--- src/inc/hflcf_pkg.sv ---
// Purpose: shared constants and carriers for the hf link control framer
// Assumes: 32-bit ahb-lite register bus, one word per register
// Notes:   field widths follow the control frame layout
package hflcf_pkg;
   // register byte offsets
   localparam logic [7:0] OFS_CTRL   = 8'h00;
   localparam logic [7:0] OFS_ADDR   = 8'h04;
   localparam logic [7:0] OFS_TMO    = 8'h08;
   localparam logic [7:0] OFS_HERALD = 8'h0C;
   localparam logic [7:0] OFS_MSGSZ  = 8'h10;
   localparam logic [7:0] OFS_MSGPOS = 8'h14;
   localparam logic [7:0] OFS_MSGID  = 8'h18;
   localparam logic [7:0] OFS_RXPOS  = 8'h1C;
   localparam logic [7:0] OFS_USER   = 8'h20;
   localparam logic [7:0] OFS_FUNCLO = 8'h24;
   localparam logic [7:0] OFS_FUNCHI = 8'h28;
   localparam logic [7:0] OFS_STATUS = 8'h2C;
   localparam logic [7:0] OFS_CRC    = 8'h30;
   // control and status register bits
   localparam int CTRL_SEND  = 0;
   localparam int CTRL_RETRY = 1;
   localparam int CTRL_NEG   = 2;
   localparam int CTRL_EXT   = 3;
   localparam int CTRL_CMODE = 4;
   localparam int CTRL_ACK   = 6;
   localparam int CTRL_LST   = 8;
   localparam int STAT_SEEN  = 13;
   // herald register field positions
   localparam int HER_NFR  = 10;
   localparam int HER_RATE = 18;
   localparam int HER_FMT  = 21;
   localparam int HER_ILV  = 22;
   // field limits and codes
   localparam logic [9:0]  NBYTES_MIN = 10'd56;
   localparam logic [16:0] TMO_UNIT_S = 17'd30;
   localparam logic [16:0] TMO_RND    = 17'd29;
   localparam logic [31:0] CRC_POLY   = 32'h04C1_1DB7;
   localparam logic [31:0] CRC_INIT   = 32'hFFFF_FFFF;
   localparam logic [15:0] ADDR_BCAST = 16'hFFFF;
   localparam logic [31:0] RST_WORD   = 32'h0000_0000;
   localparam logic [9:0]  RST_NBYTES = 10'd56;

   typedef enum logic [1:0] {
      LST_CALLING, LST_CALL_ACK, LST_LINKED, LST_DROPPING
   } hflcf_lst_e;
   typedef enum logic [1:0] {
      ACK_NULL, ACK_DATA, ACK_DATA_REQ, ACK_HERALD
   } hflcf_ack_e;

   // control frame header in transmission order
   typedef struct packed {
      logic         frame_type;
      logic [1:0]   version;
      logic [1:0]   cmode;
      logic         negot;
      logic         ext_addr;
      logic [15:0]  src;
      logic [15:0]  dst;
      hflcf_lst_e   lstate;
      logic [3:0]   ltmo;
      hflcf_ack_e   ack;
      logic [255:0] bmap;
      logic         alt_ack;
      logic         rate_fmt;
      logic [2:0]   rate;
      logic         ilv;
      logic [9:0]   nbytes;
      logic [7:0]   nframes;
      logic [7:0]   msg_id;
      logic [7:0]   conn_id;
      logic [23:0]  msg_size;
      logic [20:0]  msg_pos;
      logic [2:0]   rsv1;
      logic [7:0]   prio;
      logic [20:0]  rx_pos;
      logic [2:0]   rsv2;
      logic [13:0]  user_id;
      logic [49:0]  func;
   } hflcf_hdr_s;
endpackage

--- src/hdl/hflcf_top.sv ---
// Purpose: builds outgoing and interprets incoming hf control frame headers
// Assumes: rx_hdr and stream inputs come from logic on mclk
// Notes:   every bus access takes one wait state
`timescale 1ns/1ps
// How it works
// - negotiation flag forces herald every series
// - otherwise herald only when parameters change
// - data acknowledge clears extended addressing flag
// - short addressing: bitmap field holds acknowledgements
// - extended addressing: bitmap field holds address bytes
// - source field holds low two bytes
// - destination field holds high two bytes
// - all-ones destination means broadcast
// - link state codes calling to dropping
// - timeout in 30 s units minus one
// - timeout computed before first transmission
// - retries repeat the same timeout
// - ack type zero is null acknowledge
// - ack type one activates bitmap
// - ack type two requests data ack
// - ack type three acknowledges herald
// - bytes per frame kept within 56..1023
// - zero frames count marks null herald
// - message size and next byte position
// - eight bit priority, zero lowest
// - receive next byte position field
// - user id, function bits, checksum trailer
// - checksum starts all ones over frame
// - frame type bit set for control
module hflcf_top
   import hflcf_pkg::*;
(
   input  wire logic         mclk,
   input  wire logic         reset,
   input  wire logic         hsel,
   input  wire logic [31:0]  haddr,
   input  wire logic [1:0]   htrans,
   input  wire logic         hwrite,
   input  wire logic [2:0]   hsize,
   input  wire logic [31:0]  hwdata,
   input  wire logic         hready,
   output logic              hreadyout,
   output logic [31:0]       hrdata,
   output logic              hresp,
   input  wire logic         rx_valid,
   input  wire hflcf_hdr_s   rx_hdr,
   input  wire logic [255:0] tx_ackmap,
   input  wire logic [255:0] tx_extaddr,
   input  wire logic         crc_clr,
   input  wire logic         crc_en,
   input  wire logic         crc_bit,
   output logic              tx_go,
   output hflcf_hdr_s        tx_hdr,
   output logic              herald_req
);

   // encode seconds as 30 s units minus one, saturating
   function automatic logic [3:0] tmo_code(input logic [15:0] s);
      logic [16:0] u;
      u = ({1'b0, s} + TMO_RND) / TMO_UNIT_S;
      if (u == 17'd0)
         tmo_code = 4'h0;
      else if (u > 17'd16)
         tmo_code = 4'hF;
      else
         tmo_code = 4'(u - 17'd1);
   endfunction

   // true when the word offset hits the given register
   function automatic logic hit(input logic [7:0] a,
                                input logic [7:0] o);
      hit = (a == o);
   endfunction

   // bus state
   logic         pend_r,  pend_nxt;
   logic         wr_r,    wr_nxt;
   logic [7:0]   adr_r,   adr_nxt;
   logic         rdy_r,   rdy_nxt;
   logic [31:0]  rdat_r,  rdat_nxt;
   logic         wen;
   // software registers
   logic [9:0]   ctrl_r,  ctrl_nxt;
   logic [31:0]  addr_r,  addr_nxt;
   logic [15:0]  tmo_r,   tmo_nxt;
   logic [22:0]  her_r,   her_nxt;
   logic [23:0]  msz_r,   msz_nxt;
   logic [20:0]  mpos_r,  mpos_nxt;
   logic [23:0]  mid_r,   mid_nxt;
   logic [20:0]  rpos_r,  rpos_nxt;
   logic [13:0]  user_r,  user_nxt;
   logic [49:0]  func_r,  func_nxt;
   // receive status
   logic         hev_r,   hev_nxt;
   logic         bc_r,    bc_nxt;
   logic [1:0]   rack_r,  rack_nxt;
   logic [1:0]   rlst_r,  rlst_nxt;
   logic         seen_r,  seen_nxt;
   // transmit state
   logic [3:0]   code_r,  code_nxt;
   logic         go_r,    go_nxt;
   hflcf_hdr_s   hdr_r,   hdr_nxt;
   logic [22:0]  inf_r,   inf_nxt;
   logic         infv_r,  infv_nxt;
   logic         hreq_r,  hreq_nxt;
   logic [31:0]  crc_r,   crc_nxt;
   // decoded helpers
   logic         send_w;
   logic         retry_w;
   logic         nb_err;
   logic         null_her;
   logic [31:0]  status_w;

   // status word and herald checks
   always_comb begin
      nb_err   = her_r[9:0] < NBYTES_MIN;
      null_her = her_r[HER_NFR +: 8] == 8'd0;
      status_w = {18'd0, seen_r, null_her, nb_err, code_r,
                  rlst_r, rack_r, bc_r, hreq_r, hev_r};
   end

   // ahb-lite slave: capture address, answer after one wait state
   always_comb begin
      pend_nxt = 1'b0;
      wr_nxt   = wr_r;
      adr_nxt  = adr_r;
      rdy_nxt  = 1'b1;
      rdat_nxt = rdat_r;
      wen      = pend_r & wr_r;
      if (hsel && htrans[1] && hready) begin
         pend_nxt = 1'b1;
         wr_nxt   = hwrite;
         adr_nxt  = {haddr[7:2], 2'b00};
         rdy_nxt  = 1'b0;
      end
      if (pend_r && !wr_r) begin
         case (1'b1)
            hit(adr_r, OFS_CTRL):   rdat_nxt = {22'd0, ctrl_r};
            hit(adr_r, OFS_ADDR):   rdat_nxt = addr_r;
            hit(adr_r, OFS_TMO):    rdat_nxt = {16'd0, tmo_r};
            hit(adr_r, OFS_HERALD): rdat_nxt = {9'd0, her_r};
            hit(adr_r, OFS_MSGSZ):  rdat_nxt = {8'd0, msz_r};
            hit(adr_r, OFS_MSGPOS): rdat_nxt = {11'd0, mpos_r};
            hit(adr_r, OFS_MSGID):  rdat_nxt = {8'd0, mid_r};
            hit(adr_r, OFS_RXPOS):  rdat_nxt = {11'd0, rpos_r};
            hit(adr_r, OFS_USER):   rdat_nxt = {18'd0, user_r};
            hit(adr_r, OFS_FUNCLO): rdat_nxt = func_r[31:0];
            hit(adr_r, OFS_FUNCHI): rdat_nxt = {14'd0, func_r[49:32]};
            hit(adr_r, OFS_STATUS): rdat_nxt = status_w;
            hit(adr_r, OFS_CRC):    rdat_nxt = crc_r;
            default:                rdat_nxt = RST_WORD;
         endcase
      end
   end

   // bus flops; hreadyout idles high
   always_ff @(posedge mclk) begin
      if (reset) begin
         pend_r <= 1'b0;
         wr_r   <= 1'b0;
         adr_r  <= 8'h00;
         rdy_r  <= 1'b1;
         rdat_r <= RST_WORD;
      end else begin
         pend_r <= pend_nxt;
         wr_r   <= wr_nxt;
         adr_r  <= adr_nxt;
         rdy_r  <= rdy_nxt;
         rdat_r <= rdat_nxt;
      end
   end

   // register writes; send and retry bits act as one-shot commands
   always_comb begin
      ctrl_nxt = ctrl_r;
      addr_nxt = addr_r;
      tmo_nxt  = tmo_r;
      her_nxt  = her_r;
      msz_nxt  = msz_r;
      mpos_nxt = mpos_r;
      mid_nxt  = mid_r;
      rpos_nxt = rpos_r;
      user_nxt = user_r;
      func_nxt = func_r;
      send_w   = 1'b0;
      retry_w  = 1'b0;
      ctrl_nxt[CTRL_SEND]  = 1'b0;
      ctrl_nxt[CTRL_RETRY] = 1'b0;
      if (wen) begin
         case (1'b1)
            hit(adr_r, OFS_CTRL): begin
               ctrl_nxt = hwdata[9:0];
               send_w   = hwdata[CTRL_SEND];
               retry_w  = hwdata[CTRL_RETRY] & ~hwdata[CTRL_SEND];
            end
            hit(adr_r, OFS_ADDR):   addr_nxt = hwdata;
            hit(adr_r, OFS_TMO):    tmo_nxt  = hwdata[15:0];
            hit(adr_r, OFS_HERALD): her_nxt  = hwdata[22:0];
            hit(adr_r, OFS_MSGSZ):  msz_nxt  = hwdata[23:0];
            hit(adr_r, OFS_MSGPOS): mpos_nxt = hwdata[20:0];
            hit(adr_r, OFS_MSGID):  mid_nxt  = hwdata[23:0];
            hit(adr_r, OFS_RXPOS):  rpos_nxt = hwdata[20:0];
            hit(adr_r, OFS_USER):   user_nxt = hwdata[13:0];
            hit(adr_r, OFS_FUNCLO): func_nxt[31:0]  = hwdata;
            hit(adr_r, OFS_FUNCHI): func_nxt[49:32] = hwdata[17:0];
            default:                ctrl_nxt = ctrl_nxt;
         endcase
      end
   end

   // software register flops
   always_ff @(posedge mclk) begin
      if (reset) begin
         ctrl_r <= 10'd0;
         addr_r <= RST_WORD;
         tmo_r  <= 16'd0;
         her_r  <= {13'd0, RST_NBYTES};
         msz_r  <= 24'd0;
         mpos_r <= 21'd0;
         mid_r  <= 24'd0;
         rpos_r <= 21'd0;
         user_r <= 14'd0;
         func_r <= 50'd0;
      end else begin
         ctrl_r <= ctrl_nxt;
         addr_r <= addr_nxt;
         tmo_r  <= tmo_nxt;
         her_r  <= her_nxt;
         msz_r  <= msz_nxt;
         mpos_r <= mpos_nxt;
         mid_r  <= mid_nxt;
         rpos_r <= rpos_nxt;
         user_r <= user_nxt;
         func_r <= func_nxt;
      end
   end

   // receive interpretation of peer control frames
   always_comb begin
      hev_nxt  = hev_r;
      bc_nxt   = bc_r;
      rack_nxt = rack_r;
      rlst_nxt = rlst_r;
      seen_nxt = seen_r;
      if (wen && hit(adr_r, OFS_STATUS) && hwdata[STAT_SEEN])
         seen_nxt = 1'b0;
      if (rx_valid && rx_hdr.frame_type) begin
         hev_nxt  = rx_hdr.negot;
         bc_nxt   = rx_hdr.dst == ADDR_BCAST;
         rack_nxt = rx_hdr.ack;
         rlst_nxt = rx_hdr.lstate;
         seen_nxt = 1'b1;
      end
   end

   // receive status flops
   always_ff @(posedge mclk) begin
      if (reset) begin
         hev_r  <= 1'b0;
         bc_r   <= 1'b0;
         rack_r <= 2'd0;
         rlst_r <= 2'd0;
         seen_r <= 1'b0;
      end else begin
         hev_r  <= hev_nxt;
         bc_r   <= bc_nxt;
         rack_r <= rack_nxt;
         rlst_r <= rlst_nxt;
         seen_r <= seen_nxt;
      end
   end

   // transmit header build on send or retry
   always_comb begin
      hflcf_ack_e ak;
      logic       ext;
      logic [9:0] cw;
      // fields written with the send bit apply to this very build
      cw       = (wen && hit(adr_r, OFS_CTRL)) ? hwdata[9:0] : ctrl_r;
      ak       = hflcf_ack_e'(cw[CTRL_ACK +: 2]);
      ext      = cw[CTRL_EXT] & (ak != ACK_DATA);
      code_nxt = code_r;
      go_nxt   = send_w | retry_w;
      hdr_nxt  = hdr_r;
      inf_nxt  = inf_r;
      infv_nxt = infv_r;
      hreq_nxt = hev_r | ~infv_r | (inf_r != her_r);
      if (send_w)
         code_nxt = tmo_code(tmo_r);
      if (send_w || retry_w) begin
         hdr_nxt.frame_type = 1'b1;
         hdr_nxt.version    = 2'b00;
         hdr_nxt.cmode      = cw[CTRL_CMODE +: 2];
         hdr_nxt.negot      = cw[CTRL_NEG];
         hdr_nxt.ext_addr   = ext;
         hdr_nxt.src        = addr_r[15:0];
         hdr_nxt.dst        = addr_r[31:16];
         hdr_nxt.lstate     = hflcf_lst_e'(cw[CTRL_LST +: 2]);
         hdr_nxt.ltmo       = send_w ? code_nxt : code_r;
         hdr_nxt.ack        = ak;
         hdr_nxt.bmap       = ext ? tx_extaddr :
                              (ak == ACK_DATA) ? tx_ackmap :
                              256'd0;
         hdr_nxt.alt_ack    = 1'b0;
         hdr_nxt.rate_fmt   = her_r[HER_FMT];
         hdr_nxt.rate       = her_r[HER_RATE +: 3];
         hdr_nxt.ilv        = her_r[HER_ILV];
         hdr_nxt.nbytes     = nb_err ? NBYTES_MIN : her_r[9:0];
         hdr_nxt.nframes    = her_r[HER_NFR +: 8];
         hdr_nxt.msg_id     = mid_r[7:0];
         hdr_nxt.conn_id    = mid_r[15:8];
         hdr_nxt.msg_size   = msz_r;
         hdr_nxt.msg_pos    = mpos_r;
         hdr_nxt.rsv1       = 3'd0;
         hdr_nxt.prio       = mid_r[23:16];
         hdr_nxt.rx_pos     = rpos_r;
         hdr_nxt.rsv2       = 3'd0;
         hdr_nxt.user_id    = user_r;
         hdr_nxt.func       = func_r;
         if (!null_her) begin
            inf_nxt  = her_r;
            infv_nxt = 1'b1;
         end
      end
   end

   // transmit flops; herald demanded until parameters are in force
   always_ff @(posedge mclk) begin
      if (reset) begin
         code_r <= 4'h0;
         go_r   <= 1'b0;
         hdr_r  <= '0;
         inf_r  <= 23'd0;
         infv_r <= 1'b0;
         hreq_r <= 1'b1;
      end else begin
         code_r <= code_nxt;
         go_r   <= go_nxt;
         hdr_r  <= hdr_nxt;
         inf_r  <= inf_nxt;
         infv_r <= infv_nxt;
         hreq_r <= hreq_nxt;
      end
   end

   // serial frame checksum, msb first
   always_comb begin
      logic fb;
      fb      = crc_r[31] ^ crc_bit;
      crc_nxt = crc_r;
      if (crc_clr)
         crc_nxt = CRC_INIT;
      else if (crc_en)
         crc_nxt = {crc_r[30:0], 1'b0} ^ (fb ? CRC_POLY : RST_WORD);
   end

   // checksum flops start all ones
   always_ff @(posedge mclk) begin
      if (reset)
         crc_r <= CRC_INIT;
      else
         crc_r <= crc_nxt;
   end

   // outputs straight from flops except hresp, tied low
   assign hreadyout  = rdy_r;
   assign hrdata     = rdat_r;
   assign hresp      = 1'b0;
   assign tx_go      = go_r;
   assign tx_hdr     = hdr_r;
   assign herald_req = hreq_r;

endmodule

--- config.mk ---
export PLATFORM = sky130hd
export DESIGN_NAME = hflcf_top
export DESIGN_NICKNAME = d
export VERILOG_FILES = /design/src/inc/hflcf_pkg.sv /design/src/hdl/hflcf_top.sv
export SDC_FILE = /design/constraint.sdc
export NUM_CORES = 2
export LEC_CHECK = 0
export BUFFER_PORTS_ARGS = -buffer_cell sky130_fd_sc_hd__buf_2
export CORE_AREA = 8 8 617 619
export CTS_CLUSTER_SIZE = 14
export DETAILED_ROUTE_END_ITERATION = 7
export DIE_AREA = 0 0 625 627
export PLACE_DENSITY = 0.3
export SLEW_MARGIN = 20
export SYNTH_ARGS = -nofsm -noshare
export SYNTH_HDL_FRONTEND = slang
export SYNTH_SLANG_ARGS = --single-unit
--- constraint.sdc ---
create_clock -name mclk -period 6.65 [get_ports mclk]
set_input_delay 0.3325 -clock mclk [delete_from_list [all_inputs] [get_ports mclk]]
set_output_delay 0.3325 -clock mclk [all_outputs]
set_load 0.02 [all_outputs]
==> metrics.md <==
| Metric | Value |
|---|---|
| Fin util | 15.7% |
| Overall power | 0.0122 W |
| Highest-delay cell along the critical path | sky130_fd_sc_hd__or4_4 |
| Cells after synthesis | 4627 |
| Critical path launch point type | flop |
| Yosys synthesis warning count | 0 |
| Total DRC errors in the routed layout | 0 |
| Worst-case setup slack after placement | -0.447 ns |
| Clock-pin transition on the worst setup and hold timing paths | 0.07 ns |
| Number of buffers between clock root and the deepest sink | 4 |
| Share of async-settable or async-resettable flops after synthesis | 0% |
| Summed instance area of the synthesized netlist | 35700 um2 |
| Number of nets still failing antenna checks after routing | 0 |
| Least-Margin Pin Slew | 1.18 ns |
| First-pass iteration count of the detailed router | 6 |
| Routed Wire Length | 325000 um |
| Unique masters post-synth | 106 |
| H-tree depth | 3 |
| Largest net degree at the start of global routing | 174 |
| Setup repair after global routing missed its margin | true |
| Cell at the root of the clock tree | sky130_fd_sc_hd__clkbuf_16 |
| Maximum net fanout on the critical path | 5 |
| RePlAce Congestion | 0.918 |
| Count leader, synth | sky130_fd_sc_hd__nand2_1 |
| Library cell with the largest summed area after synthesis | sky130_fd_sc_hd__dfxtp_1 |
| Final critical-path setup slack | 0.0846 ns |
| Die extent in y | 627 um |
| Commonest cells in the netlist | sky130_fd_sc_hd__nand2_1 (1333), sky130_fd_sc_hd__dfxtp_1 (823), sky130_fd_sc_hd__a21oi_1 (540) |
| Share of the clock period used by the worst path after layout | 98.7% |
| DR WL/cell | 28.7 um |
| Arr. time, crit path | 7.34 ns |
| Path category of the worst min-delay check | primary input to flop |
| Post-detailed-placement half-perimeter wirelength | 265000 um |
| Area growth from synthesis to final layout | 62.7% |
| Number of failing setup endpoints in the final timing report | 0 |
| Remaining global-route overflow | 0 |
| Post-Synthesis Mean Instance Area | 7.71 um2 |
| Total power density per cell area | 210 nW/um2 |
| I/O pin cnt | 1600 |
| Total die area | 392000 um2 |
| Insertion delay of the later-clocked pin in the worst-skew pair | 0.89 ns |
| Max-cap violations | 0 |
| Most area-consuming cells after synthesis | sky130_fd_sc_hd__dfxtp_1 (46%), sky130_fd_sc_hd__nand2_1 (14%), sky130_fd_sc_hd__a21oi_1 (7.6%), sky130_fd_sc_hd__a311oi_1 (6.3%), sky130_fd_sc_hd__clkbuf_1 (4.1%) |
| EDFF count, synth | 0 |
| Category of the most critical setup path | flop to flop |
| Worst endpoint required time | 7.43 ns |
| Fraction of final layout cells with drive strength greater than 1 | 26.7% |
| Clk_skew | 0.136 ns |
| Period minus WS final | 6.57 ns |
| CTS tree | yes |
| Count of standard-cell rows | 224 |
| Number of hold violations in the final report | 0 |
| Top achievable clock speed | 152 MHz |
| Worst IR Drop VDD | 0.172 mV |
| Num CTS Buffers | 112 |
| Number of nets at the end of the flow | 7314 |
| Initial antenna violation count | 145 |
| Routed via count divided by cell count | 3.69 |
| First-pass GRT wire length | 416000 um |
| Status | finished clean |
| All-layer global routing usage | 15.8% |
| # port buffers | 1094 |
| Seq/Total Area, Yosys | 46.2% |
| Filler instances | 42400 |
| Most common cell on crit path | sky130_fd_sc_hd__buf_4 |
| Leakage power figure | 22.0 nW |
| Most used flip-flop cell after synthesis | sky130_fd_sc_hd__dfxtp_1 |
| Stage delay of the slowest cell on the critical path | 0.53 ns |
| Worst relative slew slack | 21.1% |
| Number of sinks on the clock net | 823 |
| Vias in the first global route | 42400 |
| Starting DRC count in detailed routing | 2992 |
| Yosys top cell area share | 46.2% |
| Die outline width | 625 um |
| Critical Path End Type | flop |
| Via count | 41900 |
| Max-slew violation count | 0 |
| Total core area | 371000 um2 |
| Initial core utilization | 9.63% |
| Synthesized flop and latch total | 823 |
-- routing by layer --
metal | wire length (um) | vias up | track usage (%)
met4 | 19900 | 96 | 7.98
met5 | 624 | - | 0
met2 | 156000 | 1480 | 27.1
met3 | 30300 | 508 | 6.60
li1 | - | 19500 | -
met1 | 119000 | 20400 | 16.5
-- area by class of cell --
cell class                 count  area, um2  area share [%]
clock inverter                28        300           0.517
tap                         4972       6220            10.7
multi-input combinational   3362      18200            31.4
clock buffer                 169       3350            5.76
timing repair buffer        1908      13200            22.8
sequential                   823      16500            28.4
antenna                       70        175           0.302
inverter                      26       97.6           0.168
-- worst max-delay path: cells and delay by family (launching register included) --
family | cells | cell delay [ns]
XOR/XNOR | 1 | 0.09
AND/OR/NAND/NOR | 6 | 1.32
AO/OA/AOI/OAI | 14 | 3.53
buffers and inverters | 6 | 0.83
adder cells (fa/ha/maj) | 2 | 0.35
flip-flops | 1 | 0.35
-- through the flow --
stage | TNS (ns) | hold WS [ns] | area, um2 | instances
floorplan | 0 | 0.436 | 35700 | 4636
CTS | 0 | 0.00215 | 57200 | 11300
finish | 0 | 0.00608 | 58100 | 11400
global route | -1.31 | 0.00855 | 58000 | 11300
global placement | -3.93 | 0.444 | 47800 | 10500
detailed placement | -3.09 | 0.446 | 47800 | 10500
-- power by group --
part | internal [W] | total, W | switching, W
Combinational | 0.000359 | 0.000999 | 0.000640
Clock | 0.00361 | 0.00623 | 0.00262
Sequential | 0.00495 | 0.00497 | 0.0000202
Total | 0.00891 | 0.0122 | 0.00328
-- repair_timing --
item / 4_1_cts / 5_1_grt
gates cloned: 1 / 1
hold endpoints to repair: 490 / 2
setup endpoints to repair: 8 / 8
hold buffers: 547 / 2
resized for setup: 47 / 81
setup buffers: 9 / 31
pin swaps: 16 / 55
-- cells in the final DEF (no fill, tap or decap), types with 69 or more instances in the layout --
cell type,netlist,layout
sky130_fd_sc_hd__a311oi_1,258,257
sky130_fd_sc_hd__nor2_1,357,347
sky130_fd_sc_hd__clkbuf_16,0,113
sky130_fd_sc_hd__diode_2,0,70
sky130_fd_sc_hd__dfxtp_1,823,816
sky130_fd_sc_hd__buf_4,13,240
sky130_fd_sc_hd__o21ai_0,73,69
sky130_fd_sc_hd__a21oi_1,540,532
sky130_fd_sc_hd__dlygate4sd3_1,0,549
sky130_fd_sc_hd__nand2_1,1333,1331
sky130_fd_sc_hd__buf_2,10,1093
sky130_fd_sc_hd__nand3_1,287,286
-- flip-flops by register name, summed over array words and instances (netlist names), 21 cells and up --
| name | count |
|---|---|
| tx_hdr | 478 |
| func_r | 50 |
| addr_r | 32 |
| crc_r | 32 |
| hrdata | 32 |
| mid_r | 24 |
| msz_r | 24 |
| her_r | 23 |
| inf_r | 23 |
| mpos_r | 21 |
| rpos_r | 21 |
-- logic make-up after synthesis --
family,count (synthesis),synth area share [%]
muxes,38,1.10
buffers and inverters,452,5.00
DFF,823,46.2
AOI/OAI and AO/OA,1127,21.3
adders and majority gates,4,0.140
other,1,0.0105
and+or+nand+nor,2117,24.6
xor gates and xnor gates,65,1.68
-- path summary, 6_finish.rpt --
check	start	to	slack, ns	cells after the start
setup / recovery	tmo_r[1]$_SDFFE_PP0P_	tx_hdr[445]$_SDFFE_PP0N_	0.08	29
hold / removal	tx_ackmap[17]	tx_hdr[201]$_SDFFE_PP0N_	0.006	3
setup reg to reg	tmo_r[1]$_SDFFE_PP0P_	tx_hdr[445]$_SDFFE_PP0N_	0.08	29
hold reg to reg	tx_hdr[109]$_SDFFE_PP0N_	tx_hdr[109]$_SDFFE_PP0N_	0.45	2
(Power assumes the default switching activity.)
